### src/vc11_tu12_map.vh
// Constants for the VC-11 into TU-12 source adaptation: VC-4 frame geometry,
// TU-12 slot layout, pointer word fields and fixed byte values.
// Assumes it is included by bare name from the design files that need it.
`ifndef VC11_TU12_MAP_VH
`define VC11_TU12_MAP_VH

// VC-4 frame geometry, one byte tick per column.
`define VC4_LAST_COLUMN 9'd261
`define VC4_LAST_ROW 4'd9
`define FIRST_INDEX_ONE 4'd1

// Column of TU-12 (1,1,1) and the column steps for K, L, M and the four interleaved columns.
`define TU_FIRST_COLUMN 9'd10
`define K_STEP 9'd1
`define L_STEP 9'd3
`define M_STEP 9'd21
`define TU_COLUMN_STEP 9'd63
`define SLOT_COLUMNS 6'd4

// Frames of the 500 us multiframe, in the order of the V bytes they carry.
`define FRAME_PTR_ONE 2'd0
`define FRAME_PTR_TWO 2'd1
`define FRAME_NEG_OPP 2'd2
`define FRAME_UNDEFINED 2'd3

// Pointer offsets: 140 container bytes per multiframe, 35 per frame.
`define FRAME_PAYLOAD 8'd35
`define LAST_POINTER 10'd139
`define POS_OPPORTUNITY_ONE 6'd1

// Fixed stuff inside each 35 byte quarter of the VC-11, counted from its overhead byte.
`define QUARTER_LAST 6'd34
`define STUFF_FIRST 6'd17
`define STUFF_LAST 6'd25

// Pointer word fields.
`define SIZE_FIELD 2'b10
`define NDF_NORMAL 4'h6
`define NDF_NEW 4'h9
`define INVERT_INCREMENT 10'h2aa
`define INVERT_DECREMENT 10'h155

// Fixed byte values: stuff has even parity, all ones is the alarm pattern.
`define FIXED_STUFF_BYTE 8'h00
`define UNDEFINED_BYTE 8'h00
`define ALL_ONES_BYTE 8'hff
`define LAST_BIT_OF_BYTE 3'd7

`endif

### src/elastic_store_ram.v
// Small two-port memory holding the elastic store words of the tributary.
// Assumes one clock for both ports; read data comes out of a register one cycle later.
module elastic_store_ram #(
    parameter WIDTH = 9,
    parameter ADDR_BITS = 4
) (
    input wire clock,
    input wire reset,
    input wire write_enable,
    input wire [ADDR_BITS-1:0] write_address,
    input wire [WIDTH-1:0] write_data,
    input wire [ADDR_BITS-1:0] read_address,
    output reg [WIDTH-1:0] read_data
);

    reg [WIDTH-1:0] storage [0:(1<<ADDR_BITS)-1];

    // Write port stores a word; the memory array itself needs no reset.
    always @(posedge clock) begin
        if (write_enable) begin
            storage[write_address] <= write_data;
        end
    end

    // Read port follows the read address continuously with one cycle of latency.
    always @(posedge clock) begin
        if (reset) begin
            read_data <= {WIDTH{1'b0}};
        end else begin
            read_data <= storage[read_address];
        end
    end

endmodule // elastic_store_ram

### src/vc11_into_tu12_adapt_source.v
// Source adaptation of a bit serial VC-11 stream into one TU-12 slot of a VC-4.
// Assumes every link pin is asynchronous to clock and is sampled by two flip-flops;
// the slot indices and activation are static configuration on the clock domain.
//
// Notes on behaviour
// - Write tributary bytes and frame marks into store.
// - Read store on VC-4 byte ticks and justification.
// - Positive justification leaves V3+1 empty once.
// - Negative justification puts extra byte in V3.
// - Only pointer moves absorb offset; pointer carries phase.
// - Add nine fixed stuff bytes per frame.
// - Fixed stuff bytes carry even parity.
// - Overhead positions follow the VC-11 start.
// - First overhead byte sits where pointer says.
// - Pointer goes in first two V bytes.
// - Standard pointer generation, size field 10.
// - Fourth V byte carries any value.
// - Serve one slot chosen by K, L, M.
// - Drive slot only while activation is true.
// - Alarm follows upstream fail; open input false.
// - Alarm forces all ones within 1000 us.
// - Clearing alarm restores data within 1000 us.
`include "vc11_tu12_map.vh"

module vc11_into_tu12_adapt_source #(
    parameter DEPTH_LOG2 = 4,
    parameter FILL_LOW = 4,
    parameter FILL_HIGH = 12
) (
    input wire clock,
    input wire reset,
    input wire tributary_clock_in,
    input wire tributary_data_in,
    input wire tributary_frame_start_in,
    input wire upstream_signal_fail_in,
    input wire higher_order_clock_in,
    input wire higher_order_frame_start,
    input wire higher_order_multiframe_start,
    input wire slot_activation_control,
    input wire [1:0] slot_k,
    input wire [2:0] slot_l,
    input wire [1:0] slot_m,
    output reg [7:0] slot_data_out,
    output reg slot_data_enable,
    output reg alarm_indication_action,
    output reg pointer_locked,
    output reg [9:0] pointer_value
);

    localparam ST_HUNT = 1'b0;
    localparam ST_LOCKED = 1'b1;
    localparam [DEPTH_LOG2:0] FILL_FULL = 1 << DEPTH_LOG2;
    localparam [DEPTH_LOG2:0] FILL_LOW_W = FILL_LOW;
    localparam [DEPTH_LOG2:0] FILL_HIGH_W = FILL_HIGH;

    // Returns hit and interleave column number when a VC-4 column belongs to slot K.L.M.
    function [2:0] slot_hit;
        input [8:0] column;
        input [1:0] k;
        input [2:0] l;
        input [1:0] m;
        reg [8:0] candidate;
        integer i;
        begin
            slot_hit = 3'b000;
            candidate = `TU_FIRST_COLUMN + ({7'd0, k} - 9'd1) * `K_STEP
                + ({6'd0, l} - 9'd1) * `L_STEP + ({7'd0, m} - 9'd1) * `M_STEP;
            for (i = 0; i < 4; i = i + 1) begin
                if (column == candidate) begin
                    slot_hit = {1'b1, i[1:0]};
                end
                candidate = candidate + `TU_COLUMN_STEP;
            end
        end
    endfunction

    // Two flip-flop synchronisers for every pin coming from outside the clock domain.
    reg tck_s1, tck_s2, tck_d;
    reg tdat_s1, tdat_s2;
    reg tfs_s1, tfs_s2;
    reg hck_s1, hck_s2, hck_d;
    reg hfs_s1, hfs_s2;
    reg hmfs_s1, hmfs_s2;
    reg fail_s1, fail_s2;

    always @(posedge clock) begin
        if (reset) begin
            {tck_s1, tck_s2, tck_d, tdat_s1, tdat_s2, tfs_s1, tfs_s2} <= 7'h00;
            {hck_s1, hck_s2, hck_d, hfs_s1, hfs_s2, hmfs_s1, hmfs_s2} <= 7'h00;
            {fail_s1, fail_s2} <= 2'b00;
        end else begin
            tck_s1 <= tributary_clock_in;
            tck_s2 <= tck_s1;
            tck_d <= tck_s2;
            tdat_s1 <= tributary_data_in;
            tdat_s2 <= tdat_s1;
            tfs_s1 <= tributary_frame_start_in;
            tfs_s2 <= tfs_s1;
            hck_s1 <= higher_order_clock_in;
            hck_s2 <= hck_s1;
            hck_d <= hck_s2;
            hfs_s1 <= higher_order_frame_start;
            hfs_s2 <= hfs_s1;
            hmfs_s1 <= higher_order_multiframe_start;
            hmfs_s2 <= hmfs_s1;
            fail_s1 <= upstream_signal_fail_in;
            fail_s2 <= fail_s1;
        end
    end

    wire trib_tick = tck_s2 & ~tck_d;
    wire ho_tick = hck_s2 & ~hck_d;

    // Tributary side: bits assemble MSB first into bytes; a frame start realigns the byte.
    reg [2:0] bit_count;
    reg [6:0] bit_shift;
    reg start_mark;
    reg store_write;
    reg [8:0] store_word;

    always @(posedge clock) begin
        if (reset) begin
            bit_count <= 3'd0;
            bit_shift <= 7'h00;
            start_mark <= 1'b0;
            store_write <= 1'b0;
            store_word <= 9'h000;
        end else begin
            store_write <= 1'b0;
            if (trib_tick) begin
                if (tfs_s2) begin
                    bit_shift <= {6'h00, tdat_s2};
                    bit_count <= 3'd1;
                    start_mark <= 1'b1;
                end else if (bit_count == `LAST_BIT_OF_BYTE) begin
                    store_write <= 1'b1;
                    store_word <= {start_mark, bit_shift, tdat_s2};
                    start_mark <= 1'b0;
                    bit_count <= 3'd0;
                end else begin
                    bit_shift <= {bit_shift[5:0], tdat_s2};
                    bit_count <= bit_count + 3'd1;
                end
            end
        end
    end

    // Elastic store pointers and fill level; a write into a full store is dropped.
    reg [DEPTH_LOG2-1:0] write_address;
    reg [DEPTH_LOG2-1:0] read_address;
    reg [DEPTH_LOG2:0] fill;
    reg pop;
    wire [8:0] head_word;
    wire push = store_write && (fill != FILL_FULL);
    wire store_empty = (fill == {(DEPTH_LOG2+1){1'b0}});

    elastic_store_ram #(.WIDTH(9), .ADDR_BITS(DEPTH_LOG2)) store (
        .clock(clock),
        .reset(reset),
        .write_enable(push),
        .write_address(write_address),
        .write_data(store_word),
        .read_address(read_address),
        .read_data(head_word)
    );

    always @(posedge clock) begin
        if (reset) begin
            write_address <= {DEPTH_LOG2{1'b0}};
            read_address <= {DEPTH_LOG2{1'b0}};
            fill <= {(DEPTH_LOG2+1){1'b0}};
        end else begin
            if (push) begin
                write_address <= write_address + 1'b1;
            end
            if (pop) begin
                read_address <= read_address + 1'b1;
            end
            fill <= fill + {{DEPTH_LOG2{1'b0}}, push} - {{DEPTH_LOG2{1'b0}}, pop};
        end
    end

    // VC-4 position: column, row and multiframe frame, advanced on each byte tick.
    reg [8:0] column;
    reg [3:0] row;
    reg [1:0] frame;
    reg process_byte;

    always @(posedge clock) begin
        if (reset) begin
            column <= 9'd0;
            row <= 4'd0;
            frame <= 2'd0;
            process_byte <= 1'b0;
        end else begin
            process_byte <= ho_tick;
            if (ho_tick) begin
                if (hfs_s2) begin
                    column <= 9'd1;
                    row <= `FIRST_INDEX_ONE;
                    frame <= hmfs_s2 ? `FRAME_PTR_ONE : frame + 2'd1;
                end else if (column == `VC4_LAST_COLUMN) begin
                    column <= 9'd1;
                    row <= (row == `VC4_LAST_ROW) ? `FIRST_INDEX_ONE : row + 4'd1;
                end else begin
                    column <= column + 9'd1;
                end
            end
        end
    end

    // Slot byte decode: byte index within the frame and pointer offset of the byte.
    wire [2:0] hit = slot_hit(column, slot_k, slot_l, slot_m);
    wire [5:0] slot_index = ({2'd0, row} - 6'd1) * `SLOT_COLUMNS + {4'd0, hit[1:0]};
    wire [1:0] frame_after_two = frame - `FRAME_PTR_TWO;
    wire [7:0] byte_offset = {6'd0, frame_after_two} * `FRAME_PAYLOAD + {2'd0, slot_index} - 8'd1;
    wire in_slot = process_byte && hit[2];
    wire v_byte = (slot_index == 6'd0);
    wire opportunity_one = (frame == `FRAME_NEG_OPP) && (slot_index == `POS_OPPORTUNITY_ONE);

    // Justification decision from the fill level taken once per multiframe at the first V byte.
    wire decide_inc = (fill < FILL_LOW_W);
    wire decide_dec = (fill > FILL_HIGH_W);
    wire [9:0] pointer_mask = decide_inc ? `INVERT_INCREMENT : (decide_dec ? `INVERT_DECREMENT : 10'h000);

    reg state;
    reg just_inc;
    reg just_dec;
    reg new_data;
    reg [9:0] sent_pointer;
    reg [5:0] quarter;

    // Byte generator: pointer bytes, justification, stuff, payload and the alarm pattern.
    always @(posedge clock) begin
        if (reset) begin
            state <= ST_HUNT;
            just_inc <= 1'b0;
            just_dec <= 1'b0;
            new_data <= 1'b1;
            sent_pointer <= 10'h000;
            quarter <= 6'd0;
            pop <= 1'b0;
            slot_data_out <= `ALL_ONES_BYTE;
            slot_data_enable <= 1'b0;
            alarm_indication_action <= 1'b0;
            pointer_locked <= 1'b0;
            pointer_value <= 10'h000;
        end else begin
            pop <= 1'b0;
            alarm_indication_action <= fail_s2;
            pointer_locked <= (state == ST_LOCKED);
            slot_data_enable <= in_slot && slot_activation_control;
            if (in_slot) begin
                if (alarm_indication_action) begin
                    state <= ST_HUNT;
                    new_data <= 1'b1;
                    just_inc <= 1'b0;
                    just_dec <= 1'b0;
                    slot_data_out <= `ALL_ONES_BYTE;
                end else begin
                    case (state)
                        ST_HUNT: begin
                            slot_data_out <= `ALL_ONES_BYTE;
                            if (!v_byte && !store_empty) begin
                                pop <= 1'b1;
                                if (head_word[8]) begin
                                    state <= ST_LOCKED;
                                    pointer_value <= {2'd0, byte_offset};
                                    slot_data_out <= head_word[7:0];
                                    quarter <= 6'd1;
                                end
                            end
                        end
                        ST_LOCKED: begin
                            if (v_byte) begin
                                case (frame)
                                    `FRAME_PTR_ONE: begin
                                        just_inc <= decide_inc;
                                        just_dec <= decide_dec && !decide_inc;
                                        sent_pointer <= pointer_value ^ pointer_mask;
                                        new_data <= 1'b0;
                                        slot_data_out <= {new_data ? `NDF_NEW : `NDF_NORMAL, `SIZE_FIELD,
                                            pointer_value[9:8] ^ pointer_mask[9:8]};
                                    end
                                    `FRAME_PTR_TWO: begin
                                        slot_data_out <= sent_pointer[7:0];
                                    end
                                    `FRAME_NEG_OPP: begin
                                        if (just_dec) begin
                                            just_dec <= 1'b0;
                                            pointer_value <= (pointer_value == 10'h000) ? `LAST_POINTER
                                                : pointer_value - 10'd1;
                                            if (quarter >= `STUFF_FIRST && quarter <= `STUFF_LAST) begin
                                                slot_data_out <= `FIXED_STUFF_BYTE;
                                            end else if (store_empty) begin
                                                state <= ST_HUNT;
                                                new_data <= 1'b1;
                                                slot_data_out <= `ALL_ONES_BYTE;
                                            end else begin
                                                slot_data_out <= head_word[7:0];
                                                pop <= 1'b1;
                                            end
                                            quarter <= (quarter == `QUARTER_LAST) ? 6'd0 : quarter + 6'd1;
                                        end else begin
                                            slot_data_out <= `FIXED_STUFF_BYTE;
                                        end
                                    end
                                    default: begin
                                        slot_data_out <= `UNDEFINED_BYTE;
                                    end
                                endcase
                            end else if (opportunity_one && just_inc) begin
                                just_inc <= 1'b0;
                                slot_data_out <= `FIXED_STUFF_BYTE;
                                pointer_value <= (pointer_value == `LAST_POINTER) ? 10'h000
                                    : pointer_value + 10'd1;
                            end else if (quarter >= `STUFF_FIRST && quarter <= `STUFF_LAST) begin
                                slot_data_out <= `FIXED_STUFF_BYTE;
                                quarter <= quarter + 6'd1;
                            end else if (store_empty || (head_word[8] && quarter != 6'd0)) begin
                                state <= ST_HUNT;
                                new_data <= 1'b1;
                                slot_data_out <= `ALL_ONES_BYTE;
                            end else begin
                                slot_data_out <= head_word[7:0];
                                pop <= 1'b1;
                                quarter <= (quarter == `QUARTER_LAST) ? 6'd0 : quarter + 6'd1;
                            end
                        end
                        default: begin
                            state <= ST_HUNT;
                        end
                    endcase
                end
            end
        end
    end

endmodule // vc11_into_tu12_adapt_source

### config.mk
export PLATFORM = sky130hd
export DESIGN_NAME = vc11_into_tu12_adapt_source
export DESIGN_NICKNAME = d
export VERILOG_FILES = /design/src/elastic_store_ram.v /design/src/vc11_into_tu12_adapt_source.v
export VERILOG_INCLUDE_DIRS = /design/src
export SDC_FILE = /design/constraint.sdc
export NUM_CORES = 1
export LEC_CHECK = 0
export ABC_CLOCK_PERIOD_IN_PS = 19700
export BUFFER_PORTS_ARGS = -buffer_cell sky130_fd_sc_hd__buf_2
export CAP_MARGIN = 20
export CORE_UTILIZATION = 50
export DETAILED_ROUTE_END_ITERATION = 16
export GPL_TIMING_DRIVEN = 0
export PLACE_DENSITY = 0.65
export SYNTH_ARGS = -nofsm -noshare
export SYNTH_HDL_FRONTEND = slang
export SYNTH_SLANG_ARGS = --single-unit
### constraint.sdc
create_clock -name clock -period 19.7 [get_ports clock]
set_input_delay 3.94 -clock clock [delete_from_list [all_inputs] [get_ports clock]]
set_output_delay 3.94 -clock clock [all_outputs]
set_load 0.03 [all_outputs]
# After elaboration in Yosys (flattened, before gate mapping)

Memory sizes are Yosys's and may differ from the RTL's. A register that Yosys moved wholly into a read port is not among the register bits.
Cells that the tools add are included.

Flip-flop bits (word level): 106
Memory bits (writable): 144
Input bits: 17
Output and inout port bits: 21
Word-level logic and storage cells: 242
Memories kept: 1

Add/subtract/negate cells: 25
$mul: 3
Magnitude comparators: 4
Eq/ne operators: 28
Multiplexer cells: 92
Bitwise operators: 11
Reduce and logical (&&, ||, !) cells: 38

Memory list:

| name          | depth | bits a word | rd ports | clocked after memory_dff | wr ports | line                   | text |
|---|---|---|---|---|---|---|---|
| store.storage | 16    | 9           | 1        | 1                        | 1        | elastic_store_ram.v:16 | `reg [WIDTH-1:0] storage [0:(1<<ADDR_BITS)-1];` |

Operators with widths:

| cell                    | count |
|---|---|
| $mux W10                | 9 |
| $mux W8                 | 10 |
| $mux W6                 | 9 |
| $mux W1                 | 40 |
| $eq A9 B9 Y1            | 4 |
| $add A9 B6 Y9 const B   | 3 |
| $mux W9                 | 3 |
| $pmux W8 S3             | 1 |
| $pmux W10 S2            | 1 |
| $mux W3                 | 6 |
| $mux W4                 | 4 |
| $pmux W8 S2             | 1 |
| $mux W7                 | 2 |
| $add A4 B1 Y4 const B   | 3 |
| $ne A3 B2 Y1 const B    | 4 |
| $ne A3 B3 Y1 const B    | 4 |
| $ne A4 B4 Y1 const B    | 3 |
| $pmux W6 S2             | 1 |
| $add A10 B1 Y10 const B | 1 |
| $eq A10 B8 Y1 const B   | 1 |
| $logic_not A10 Y1       | 1 |
| $sub A10 B1 Y10 const B | 1 |
| $add A9 B1 Y9 const B   | 1 |
| $add A9 B9 Y9           | 1 |
| 55 further kinds        | 87 |

# Longest topological paths before layout

Gate-level depths: netlist of run 1.

Depth in word-level cells: 17
Gate-level depth with buffers: 38
Gate-level depth less buffers: 37

# Modules after synthesis

Synthesis of run 1 repeated with hierarchy kept, for this count alone.

Cells, all modules: 1278
Area total of the unflattened synthesis: 13944.6 um^2

Modules (own cells, without submodules):

| module                      | times used | cells an instance | area an instance (um^2) | sequential area each (um^2) |
|---|---|---|---|---|
| vc11_into_tu12_adapt_source | 1          | 976               | 8104.0                  | 2122.0 |
| elastic_store_ram           | 1          | 302               | 5840.6                  | 4504.3 |

# Worst setup path after synthesis of run 1

OpenSTA, ideal clock, no wires.

Path type: in2reg
Start point: input slot_l[0]
End point: register pointer_value[7]
Library setup time: 0.139 ns
Arrival: 10.835 ns
Data required time: 19.561 ns
Setup slack: 8.726 ns
Stages on the path: 36
Buffers on the path: 1
Cells stage by stage: inv_1 > ha_1 > xor2_1 > ha_1 > xor2_1 > ha_1 > a21o_1 > fa_1 > ha_1 > a21o_1 > a21oi_1 > o21bai_1 > a21oi_1 > xnor2_1 > fa_1 > ha_1 > or3b_2 > o311a_1 > o311ai_1 > buf_4 > o21ai_1 > o311ai_2 > xor2_1 > a21oi_1 > xnor2_1 > ha_1 > inv_1 > fa_1 > nor2b_1 > o21ai_0 > nand2b_1 > a21o_1 > a21oi_1 > xnor2_1 > o21ai_0 > o31ai_1

Longest elaborated chain between the ends: 15
Elaborated cells between the ends (all ways): 34
Those cells by class: add/sub: 9; mul: 1; eq/ne: 9; mux: 8; reduce/logical: 7

Ends and longest elaborated chain:

| item                                                    | line                              | text |
|---|---|---|
| start, declared                                         | vc11_into_tu12_adapt_source.v:41  | `input wire [2:0] slot_l,` |
| $sub A3 B1 Y4 *                                         | vc11_into_tu12_adapt_source.v:67  | `` + ({6'd0, l} - 9'd1) * `L_STEP + ({7'd0, m} - 9'd1) * `M_STEP; `` |
| $mul A4 B3 Y7 (no line) *                               | --                                |  |
| $add A6 B7 Y8 (no line) *                               | --                                |  |
| $add A9 B9 Y9 (no line) *                               | --                                |  |
| $add A9 B6 Y9 (no line)                                 | --                                |  |
| $add A9 B6 Y9 (no line) or $eq A9 B9 Y1 (tied branches) | --                                |  |
| $add A9 B6 Y9 (no line) (tied with other cells)         | --                                |  |
| $eq A9 B9 Y1 or $mux W3 (tied branches)                 | vc11_into_tu12_adapt_source.v:69  | `if (column == candidate) begin` |
| $mux W3 *                                               | vc11_into_tu12_adapt_source.v:69  |  |
| $add A6 B2 Y6                                           | vc11_into_tu12_adapt_source.v:214 | `` wire [5:0] slot_index = ({2'd0, row} - 6'd1) * `SLOT_COLUMNS + {4'd0, hit[1:0]}; `` |
| $add A8 B6 Y8 (tied with other cells)                   | vc11_into_tu12_adapt_source.v:216 | `` wire [7:0] byte_offset = {6'd0, frame_after_two} * `FRAME_PAYLOAD + {2'd0, slot_index} - 8'd1; `` |
| $sub A8 B1 Y8 (tied with other cells)                   | vc11_into_tu12_adapt_source.v:216 |  |
| $mux W10 (tied with other cells)                        | vc11_into_tu12_adapt_source.v:266 | `if (head_word[8]) begin` |
| $mux W10 (tied with other cells)                        | vc11_into_tu12_adapt_source.v:264 | `if (!v_byte && !store_empty) begin` |
| $pmux W10 S2 or $reduce_and A7 Y1 (tied branches)       | --                                |  |
| end signal, assigned                                    | vc11_into_tu12_adapt_source.v:268 | `pointer_value <= {2'd0, byte_offset};` |
| end signal, assigned                                    | vc11_into_tu12_adapt_source.v:291 | `` pointer_value <= (pointer_value == 10'h000) ? `LAST_POINTER `` |
| end signal, assigned                                    | vc11_into_tu12_adapt_source.v:315 | `` pointer_value <= (pointer_value == `LAST_POINTER) ? 10'h000 `` |
| end, declared                                           | vc11_into_tu12_adapt_source.v:47  | `output reg [9:0] pointer_value` |

Mark *: on every way between the ends. The rest lies on a longest branch, timed or not. The select of a mux whose other input is x is not followed.
A chain may end at the register's enable or synchronous reset.

# Final worst setup path of run 1

Start point: input slot_l[0]
End point: register sent_pointer[1]

Longest elaborated chain between the ends: 12
Elaborated cells between the ends (all ways): 19
Those cells by class: add/sub: 7; mul: 1; eq/ne: 4; mux: 4; reduce/logical: 3

Ends and longest elaborated chain:

| item                                                    | line                              | text |
|---|---|---|
| $sub A3 B1 Y4 *                                         | vc11_into_tu12_adapt_source.v:67  |  |
| $mul A4 B3 Y7 (no line) *                               | --                                |  |
| $add A6 B7 Y8 (no line) *                               | --                                |  |
| $add A9 B9 Y9 (no line) *                               | --                                |  |
| $add A9 B6 Y9 (no line)                                 | --                                |  |
| $add A9 B6 Y9 (no line) or $eq A9 B9 Y1 (tied branches) | --                                |  |
| $add A9 B6 Y9 (no line) (tied with other cells)         | --                                |  |
| $eq A9 B9 Y1 or $mux W3 (tied branches)                 | vc11_into_tu12_adapt_source.v:69  |  |
| $mux W3 *                                               | vc11_into_tu12_adapt_source.v:69  |  |
| $add A6 B2 Y6                                           | vc11_into_tu12_adapt_source.v:214 |  |
| $logic_not A6 Y1                                        | vc11_into_tu12_adapt_source.v:218 | `wire v_byte = (slot_index == 6'd0);` |
| $reduce_and A5 Y1 (no line) *                           | --                                |  |
| end signal, assigned                                    | vc11_into_tu12_adapt_source.v:280 | `sent_pointer <= pointer_value ^ pointer_mask;` |
| end, declared                                           | vc11_into_tu12_adapt_source.v:230 | `reg [9:0] sent_pointer;` |

Mark *: on every way between the ends. The rest lies on a longest branch, timed or not.

==> results.toml, run 1 <==
[outcome]
status = "complete, no violations"

[critical_path]
critPathMostFrequentCell = "ha_1"
critPathLaunchType = "input pin"
critPathBufInv = 5
crit_fanout = 10
setup.worst_path.class = "input pin to flip-flop"
slowest_delay_ns = 0.52
critPathLaunch = "slot_l[0]"
timing.rr.start = "column[8]"
rrSetupSlack_ns = 15.51
end_kind = "flip-flop"
crit_arrival_ns = 11.92
rr_endpoint = "pointer_value[7]"
critPathRequiredTime_ns = 20.11
crit_path_top_delay_cell = "nand4_1"
cp_top_family = "adder cells"
reg2regPathDepth = 18

[cts]
clkTransAtPathRegs_ns = 0.07
ctsRootBufferMaster = "clkbuf_16"
postCtsSetupBuffers = 0
clock_latency_ns = 0.55
numCtsBuffers = 27
cts_sinks = 259
hold_buffers = 0
cts.path.max_buffers = 3
cts_tree = "yes"
htreeDepth = 1
post_cts_resized = 0

[timing]
rsz0062_at_grt = "false"
drv_slew = 0
tns_ns = 0
hold_violations = 0
setup_viol = 0
fin_crit_sh_pct = 58.4
min_period_ns = 11.51
fmax_ghz = 0.0869
fin_skew_ns = 0.0116
worstMarginPinSlew_ns = 1.08
relSlewSlack_pct = 27.7

[logic_synthesis]
synth_area_leaders = "edfxtp_1 32%, dfxtp_1 17%, ha_1 8.0%"
yosysTopAreaCell = "edfxtp_1"
synth.area.mux_share_pct = 8.94
synth_xor_xnor_area_share_pct = 5.56
synth_top_area_share_pct = 31.6
synthCells = 1206
syn_avg_cell_area_um2 = 11.3
synthesis.area_mm2 = 0.0137
ys_seq_elements = 259
synth_top_family_by_area = "simple AND/OR/NAND/NOR gates"
synth_warnings = 0
synth.distinct_cells = 81
synthArstFlopShare_pct = 0
synthSimpleGateAreaFrac_pct = 13.3
yosys.area_share.adder_pct = 9.36
synth_compound_area_share_pct = 10.9
synth_nets = 1320
synthFlopType = "edfxtp_1"
synth_edf_count = 144
seq_area_frac_synth_pct = 48.4

[placement]
place_hpwl_um = 22300
finalWeightedCongestion = 0.916
portBuffers = 37

[routing]
wl_per_cell_um = 18.9
drtPass1Iterations = 8
postRouteAntennaNets = 0
drc_errors = 0
drt_iter0_drc = 766
dr_total_vias = 9481
drt_wl_total_um = 30900
vias_per_cell = 5.79

[global_routing]
grtUsageMet3_pct = 3.81
grt_util_met1_pct = 30.3
grt_pass1_wl_um = 50300
grt_start_max_net_pins = 18
track_usage_pct = 22.8
grt_pass1_vias = 9310
grt_busiest_layer = "met2"
grt_antenna_before_repair = 0
grt_overflow = 0
met2_usage_pct = 38.4

[die]
start_util_pct = 50.9
fp.dieH_um = 167
num_rows = 60
coreArea_mm2 = 0.0269
fp.dieW_um = 167
die-area_mm2 = 0.0280
io_pins = 38

[finish]
area_growth_pct = 11.9
layout.nets = 1390
fillers = 2303
final_core_util_pct = 57.0
antenna_cells = 0
drive_above_1_share_pct = 12.5

[job]
max_cap_viol_count = 0

[hold_path]
hold_end = "fail_s2"
hp-class = "flip-flop to flip-flop"
holdPathStages = 1
min-delay-start = "fail_s1"

[pwr]
power_density_mw_per_mm2 = 106
power.leakage_nw = 5.36
peakVddDrop_mv = 0.0726
worst max path at each step:
stage / to / slack (ns) / cells after the start
after floorplan: pointer_value[7] / 8.73 / 36
after global placement: pointer_value[7] / 7.74 / 37
after detailed placement: pointer_value[7] / 7.63 / 37
after CTS: pointer_value[7] / 8.20 / 37
after global routing: pointer_value[7] / 7.53 / 37
final: sent_pointer[1] / 8.19 / 31
metrics by stage:
stage / setup WS [ns] / power (mW) / hold WS (ns) / cells / cell area [um^2]
5_1_grt: 7.53 / 1.71 / 0.455 / 1638 / 15300
4_1_cts: 8.20 / 1.63 / 0.439 / 1638 / 15300
6_report: 8.19 / 1.62 / 0.436 / 1638 / 15300
3_3_place_gp: 7.74 / 1.07 / 0.423 / 1584 / 14300
2_1_floorplan: 8.73 / 0.989 / 0.406 / 1206 / 13700
3_5_place_dp: 7.63 / 1.08 / 0.425 / 1588 / 14300
cell families after synthesis:
kind of cell	after synthesis
mux	66
xor+xnor	79
compound gates	220
simple gates	360
fa+ha+maj	97
flops	259
buf+inv	125
state kept, by name, indices dropped and copies added, names as in the netlist, 5 cells and up:
| register | flops |
|---|---|
| slot_data_out | 8 |
| sent_pointer | 8 |
| pointer_value | 10 |
| column | 9 |
| bit_shift | 7 |
| fill | 5 |
| quarter | 6 |
| store.storage | 144 |
| store_word | 9 |
| store.read_data | 9 |
final cells by class:
type / instances / area (um^2) / share of cell area [%]
clock inverters: 15 / 221 / 1.45
repair buffers: 41 / 215 / 1.41
flip-flops and latches: 259 / 6630 / 43.3
clock buffers: 35 / 767 / 5.01
multi-input cells: 822 / 6580 / 43.0
well taps: 341 / 427 / 2.79
inverters: 70 / 263 / 1.72
plain buffers: 55 / 216 / 1.41
cells in the mapped netlist, types with 3 or more instances:
master	number
clkbuf_1	40
xor2_1	31
nor3_1	23
a31oi_1	17
nand4_1	10
a21o_1	13
buf_1	9
o211ai_1	9
buf_2	5
mux4_2	45
xnor2_2	3
nor2_1	125
nor4b_1	3
a211oi_1	9
a21oi_1	60
or2_2	4
a22oi_1	12
a22o_1	9
ha_1	88
nor4_1	9
or4_1	3
o21ai_0	37
o31a_1	4
dfxtp_1	115
and2_1	12
edfxtp_1	144
mux2i_1	21
or3_1	7
nand2_1	55
nand2b_1	11
o21bai_1	5
a311oi_1	3
xnor2_1	42
and3_1	15
o21ai_1	3
fa_1	9
o31ai_1	7
nor3b_1	10
nor2b_1	27
nand3_1	32
inv_1	70
power by group:
group / internal (mW) / leakage, nW / total (mW) / switching, mW
logic: 0.198 / 2.94 / 0.502 / 0.305
clock network: 0.342 / 0.481 / 0.554 / 0.213
registers: 0.566 / 1.95 / 0.568 / 0.00131
routing by layer:
| metal | wire (um) | up-vias |
|---|---|---|
| met5 | 0 | - |
| met4 | 900 | 0 |
| met3 | 1890 | 70 |
| met2 | 14900 | 283 |
| met1 | 13300 | 4562 |
| li1 | - | 4566 |
placed cells by master, fill, tap and decap left out, drive strengths merged, types with 11 or more instances in the layout:
cell type / n
edfxtp: 144
nor2: 125
dfxtp: 115
ha: 88
clkbuf: 75
inv: 71
a21oi: 60
buf: 56
nand2: 55
mux4: 45
xnor2: 45
o21ai: 40
nand3: 32
xor2: 32
nor2b: 27
nor3: 26
mux2i: 21
a31oi: 17
and3: 15
a21o: 13
a22oi: 12
and2: 12
nor3b: 12
nand2b: 11
nand4: 11
a211oi: 11
Note: power is estimated with default switching activity, not from simulation.
==> run 2, diff against run 1 <==
--- a/config.mk
+++ b/config.mk
@@ -6,7 +6,8 @@
 export SDC_FILE = /design/constraint.sdc
 export NUM_CORES = 1
 export LEC_CHECK = 0
-export ABC_CLOCK_PERIOD_IN_PS = 19700
+export ABC_AREA = 1
+export ABC_CLOCK_PERIOD_IN_PS = 11100
 export BUFFER_PORTS_ARGS = -buffer_cell sky130_fd_sc_hd__buf_2
 export CAP_MARGIN = 20
 export CORE_UTILIZATION = 50
==> constraint.sdc (replaced) <==
create_clock -name clock -period 11.1 [get_ports clock]
set_input_delay 2.22 -clock clock [delete_from_list [all_inputs] [get_ports clock]]
set_output_delay 2.22 -clock clock [all_outputs]
set_load 0.03 [all_outputs]
==> run 2 against run 1 <==
  * Cell count rose by 32%
  * Wire length rose by 21%
  * Final area rose by 4.3%
  * Register-to-register slack got worse by 8.6 ns
  * Total power rose by 76%
  * Highest routed layer unchanged
  * Clock skew rose by 0.0049 ns
  * Setup slack got worse by 6.5 ns
  * Critical path depth rose by 15
  * Hold slack got worse by 0.032 ns
  * Global-route usage rose by 3.2 points
  * Core utilization barely moved
==> results.toml, run 2 <==
[pwr]
power.leakage_nw = 6.52
power_density_mw_per_mm2 = 179
peakVddDrop_mv = 0.137

[finish]
layout.nets = 1879
final_core_util_pct = 57.0
drive_above_1_share_pct = 9.07
largest_reg_flops = 144
reg_top3 = "store.storage (144), pointer_value (10)"
area_growth_pct = 11.4
final_common_cell = "nand2_1"
antenna_cells = 0
regMostFlops = "store.storage"
final_cell_mix = "295 x nand2_1, 230 x nor2_1, 195 x inv_1, 144 x edfxtp_1, 133 x o21ai_0"
final_area_mm2 = 0.0160

[global_routing]
grtUsageMet3_pct = 3.27
grt_overflow = 0
grt_pass1_wl_um = 59200
grt_busiest_layer = "met2"
track_usage_pct = 26.0
grt_start_max_net_pins = 18
grt_antenna_before_repair = 0
met2_usage_pct = 43.3
grt_pass1_vias = 11270
grt_util_met1_pct = 34.7

[critical_path]
critPathMostFrequentCell = "nand2_1"
crit_arrival_ns = 9.87
crit_path_top_delay_cell = "fa_1"
critPathBufInv = 6
crit_fanout = 5
critPathLaunchType = "input pin"
critPathRequiredTime_ns = 11.58
end_kind = "flip-flop"
setup.worst_path.class = "input pin to flip-flop"
cp_top_family = "adder cells"
slowest_delay_ns = 0.49

[routing]
wl_per_cell_um = 17.3
postRouteAntennaNets = 0
drt_wl_total_um = 37400
dr_total_vias = 11922
drt_iter0_drc = 910
vias_per_cell = 5.51
drc_errors = 0
drtPass1Iterations = 5

[logic_synthesis]
yosysTopAreaCell = "edfxtp_1"
synth_most_common_cell = "nand2_1"
synthesis.area_mm2 = 0.0143
synth.distinct_cells = 49
ys_seq_elements = 259
seq_area_frac_synth_pct = 46.2
synth_edf_count = 144
synth_nets = 1813
synthCells = 1699
syn_avg_cell_area_um2 = 8.44
synth_commonest_cells = "295 x nand2_1, 230 x nor2_1, 193 x inv_1"
synth_area_leaders = "edfxtp_1 30%, dfxtp_1 16%, nand2_1 7.7%"
synthArstFlopShare_pct = 0
synth_top_area_share_pct = 30.2
synthFlopType = "edfxtp_1"
synth_warnings = 0

[die]
num_rows = 61
fp.dieH_um = 171
fp.dieW_um = 171
die-area_mm2 = 0.0294
io_pins = 38
coreArea_mm2 = 0.0280
start_util_pct = 51.2

[cts]
postCtsSetupBuffers = 0
cts_tree = "yes"
hold_buffers = 0
ctsRootBufferMaster = "clkbuf_16"
post_cts_resized = 0
clkTransAtPathRegs_ns = 0.06
clock_latency_ns = 0.55
htreeDepth = 1
numCtsBuffers = 27
cts_sinks = 259
cts.path.max_buffers = 3

[timing]
tns_ns = 0
hold_violations = 0
fin_crit_sh_pct = 84.6
rsz0062_at_grt = "false"
min_period_ns = 9.39
setup_viol = 0
worstMarginPinSlew_ns = 1.02
fmax_ghz = 0.106
fin_skew_ns = 0.0165
drv_slew = 0
worst_slack_ns = 1.71
relSlewSlack_pct = 31.9

[placement]
finalWeightedCongestion = 0.944
portBuffers = 37
place_area_mm2 = 0.0150
preCtsSetupSlack_ns = 1.22
place_hpwl_um = 26600

[job]
max_cap_viol_count = 0

[hold_path]
hp-class = "flip-flop to flip-flop"

[outcome]
status = "complete, no violations"
## run 2: cell count changes after synthesis, moves of 27 or more
cell     delta
o21ai_0    +96
mux4_2     -45
nor2_1    +105
xnor2_1    -37
nand2_1   +240
inv_1     +123
nor2b_1    -27
nand3_1    +88
## run 2: per-layer routing
metal | part of all wire (%) | wire length [um]
met1 | 44 | 16600
met2 | 47 | 17400
met3 | 5.7 | 2120
met4 | 3.4 | 1290
met5 | 0 | 0
## run 2: cell type report
cell class | count | area (um^2)
timing repair buffer | 37 | 185
tap | 378 | 473
inverter | 210 | 788
buffer | 57 | 264
clock buffer | 38 | 841
multi-input combinational | 1173 | 6660
clock inverter | 12 | 134
fill | 2586 | 12000
sequential | 259 | 6630
## run 2: worst paths after layout
kind	startpoint	end	slack, ns	depth (start not counted)
worst min register to register	tck_s1	tck_s2	0.40	2
worst min-delay path	tck_s1	tck_s2	0.40	2
worst max-delay path	slot_l[0]	pointer_value[7]	1.71	46
worst max register to register	column[1]	pointer_value[7]	6.92	25
## run 2: per-stage QoR
| step | hold slack (ns) | total power, mW | instances |
|---|---|---|---|
| floorplan | 0.388 | 1.75 | 1699 |
| CTS | 0.404 | 2.87 | 2164 |
| global placement | 0.390 | 1.89 | 2114 |
| global route | 0.418 | 3.05 | 2164 |
| finish | 0.404 | 2.86 | 2164 |
| detailed placement | 0.396 | 1.91 | 2114 |
## run 2: worst register-to-register path, delay by kind of cell, from the launching register on
family          cells  cell delay (ns)
flops               1             0.33
xor+xnor            2             0.34
buf+inv             6             0.70
compound gates      2             0.41
fa+ha+maj           3             0.71
simple gates       12             1.64
## run 2: power by group
part | switching, mW | internal (mW) | leakage [nW]
Sequential | 0.00312 | 1.01 | 2.31
Clock | 0.390 | 0.578 | 0.478
Combinational | 0.592 | 0.292 | 3.73
## run 2: cells by family after synthesis
group                    Yosys count  share of synthesized area (%)
flip-flops                       259                           46.2
AND/OR/NAND/NOR                  742                           23.2
AO/OA/AOI/OAI                    300                           12.3
adder cells (fa/ha/maj)           97                           8.94
buffers and inverters            267                           7.34
XOR/XNOR                          34                           2.08
==> run 3, diff against run 2 <==
--- a/config.mk
+++ b/config.mk
@@ -6,14 +6,14 @@
 export SDC_FILE = /design/constraint.sdc
 export NUM_CORES = 1
 export LEC_CHECK = 0
-export ABC_AREA = 1
-export ABC_CLOCK_PERIOD_IN_PS = 11100
+export ABC_AREA = 0
+export ABC_CLOCK_PERIOD_IN_PS = 8600
 export BUFFER_PORTS_ARGS = -buffer_cell sky130_fd_sc_hd__buf_2
 export CAP_MARGIN = 20
 export CORE_UTILIZATION = 50
 export DETAILED_ROUTE_END_ITERATION = 16
 export GPL_TIMING_DRIVEN = 0
-export PLACE_DENSITY = 0.65
+export PLACE_DENSITY = 0.68
 export SYNTH_ARGS = -nofsm -noshare
 export SYNTH_HDL_FRONTEND = slang
 export SYNTH_SLANG_ARGS = --single-unit
==> constraint.sdc (replaced) <==
create_clock -name clock -period 8.6 [get_ports clock]
set_input_delay 1.72 -clock clock [delete_from_list [all_inputs] [get_ports clock]]
set_output_delay 1.72 -clock clock [all_outputs]
set_load 0.03 [all_outputs]
==> run 3 against run 2 <==
  * Core utilization is 1.6 points higher
  * Sequential share of layout area is 0.54 points higher
  * Non-clock buffer count is 25 higher
  * Count of clock-buffer cells in the layout is 1 higher
  * Setup slack worse by 1.5 ns
  * Sequential cell count stayed put
  * Hold slack better by 0.029 ns
  * Critical path depth is 17 lower
  * Largest cell class unchanged
  * Clock power is 15% higher
  * Die area is 4.5% lower
  * Clock skew is 0.0061 ns higher
  * Via count is 20% lower
==> results.toml, run 3 (synthesized netlist as in run 1, its figures left out) <==
[hold_path]
min-delay-start = "hck_d"
hp-class = "flip-flop to flip-flop"
holdPathStages = 1
hold_end = "process_byte"

[die]
die-area_mm2 = 0.0280
num_rows = 60
start_util_pct = 50.9
fp.dieH_um = 167
fp.dieW_um = 167
io_pins = 38
coreArea_mm2 = 0.0269

[timing]
rsz0062_at_grt = "true"
setup_viol = 0
relSlewSlack_pct = 25.7
fin_skew_ns = 0.0227
min_period_ns = 8.38
fin_hold_ws_ns = 0.433
worstMarginPinSlew_ns = 1.11
drv_slew = 0
hold_violations = 0
fmax_ghz = 0.119
fin_crit_sh_pct = 97.4

[routing]
drtPass1Iterations = 5
postRouteAntennaNets = 0
drt_wl_total_um = 31900
wl_per_cell_um = 19.2
dr_total_vias = 9593
drt_iter0_drc = 827
drc_errors = 0
vias_per_cell = 5.78

[cts]
cts_tree = "yes"
clkTransAtPathRegs_ns = 0.06
cts.path.max_buffers = 3
hold_buffers = 0
cts_sinks = 259
clock_latency_ns = 0.55
ctsRootBufferMaster = "clkbuf_16"
numCtsBuffers = 26
htreeDepth = 1

[job]
max_cap_viol_count = 0

[finish]
final_common_cell = "edfxtp_1"
layout.nets = 1412
final_cell_mix = "144 x edfxtp_1, 121 x nor2_1, 115 x dfxtp_1, 77 x ha_1, 67 x inv_1"
largest_reg_flops = 144
drive_above_1_share_pct = 17.8
regMostFlops = "store.storage"
antenna_cells = 0
area_growth_pct = 15.2
fin_cells = 1659
reg_top3 = "store.storage (144), pointer_value (10)"

[critical_path]
critPathRequiredTime_ns = 9.00
crit_arrival_ns = 8.78
slowest_delay_ns = 0.55
reg2regPathDepth = 15
crit_path_top_delay_cell = "fa_1"
rr_endpoint = "pop"
end_kind = "flip-flop"
critPathLaunchType = "input pin"
timing.rr.start = "column[8]"
rrSetupSlack_ns = 4.40
critPathMostFrequentCell = "ha_4"
setup.worst_path.class = "input pin to flip-flop"
crit_fanout = 10

[pwr]
peakVddDrop_mv = 0.162
power_density_mw_per_mm2 = 248
power.leakage_nw = 5.50

[global_routing]
grt_pass1_vias = 9371
grt_antenna_before_repair = 1
grt_start_max_net_pins = 18
grt_pass1_wl_um = 50900
grt_overflow = 0
track_usage_pct = 23.0

[outcome]
status = "complete, no violations"

[placement]
place_inst = 1588
finalWeightedCongestion = 0.919
place_hpwl_um = 22600
portBuffers = 37
## run 3: cell count changes in the layout (fill, tap and decap cells not counted), sizes merged, moves of 20 or more
cell	delta
buf	+25
inv	-143
mux2i	+21
mux4	+45
nand2	-259
nand3	-98
nor2	-116
nor2b	+27
o21ai	-94
o221ai	-24
o22ai	-20
xnor2	+40
## run 3: worst max-delay path by stage
stage / depth (start not counted) / startpoint / end
2_1_floorplan: 35 / slot_l[0] / pointer_value[7]
3_3_place_gp: 36 / slot_l[0] / pointer_value[7]
3_5_place_dp: 36 / slot_l[0] / pointer_value[7]
4_1_cts: 38 / slot_l[0] / pointer_value[7]
5_1_grt: 36 / slot_l[1] / pointer_value[6]
6_report: 29 / slot_l[1] / pop
## run 3: what timing repair did
action | CTS | global route
buffers inserted | 13 | 10
pin swaps | 23 | 32
endpoints found under the hold margin | 0 | 0
setup endpoints to repair | 36 | 36
gates resized for setup | 27 | 47
## run 3: report_power, final
group	internal (mW)	total [mW]	switching [mW]	leakage, nW
logic	0.664	1.50	0.838	3.13
registers	1.30	1.30	0.00300	1.95
clock network	0.629	1.11	0.482	0.423
total	2.59	3.91	1.32	5.50
## run 3: area by class of cell
type	instances	area, um^2
Clock buffer	39	774
Buffer	54	226
Inverter	70	278
Sequential cell	259	6630
Clock inverter	9	78.8
Timing Repair Buffer	65	433
Multi-Input combinational cell	822	6920
Tap cell	341	427
Fill cell	2228	11100
## run 3: routing by layer
layer	up-vias	global-route usage [%]	share of wire, %
met5	-	0	0.041
met4	2	6.62	2.8
met3	66	3.26	6.0
met2	290	38.8	48
met1	4649	31.1	43
li1	4586	-	-
## run 3: metrics by stage
step	setup TNS (ns)	util, %	worst slack, ns	instance area, um^2	power, mW
6_report	0	58.7	0.221	15800	3.91
5_1_grt	-0.146	58.7	-0.0859	15800	4.11
4_1_cts	0	57.6	0.00782	15500	3.70
3_5_place_dp	-29.23	53.5	-1.13	14400	2.48
3_3_place_gp	-26.02	53.4	-0.983	14300	2.46
2_1_floorplan	0	-	0.0157	13700	2.28
## run 3: worst max-delay path, delay by kind of cell
kind / cells / cell delay, ns
fa+ha+maj: 8 / 2.59
compound gates: 6 / 1.42
buf+inv: 7 / 1.20
simple gates: 4 / 1.05
xor+xnor: 4 / 0.76
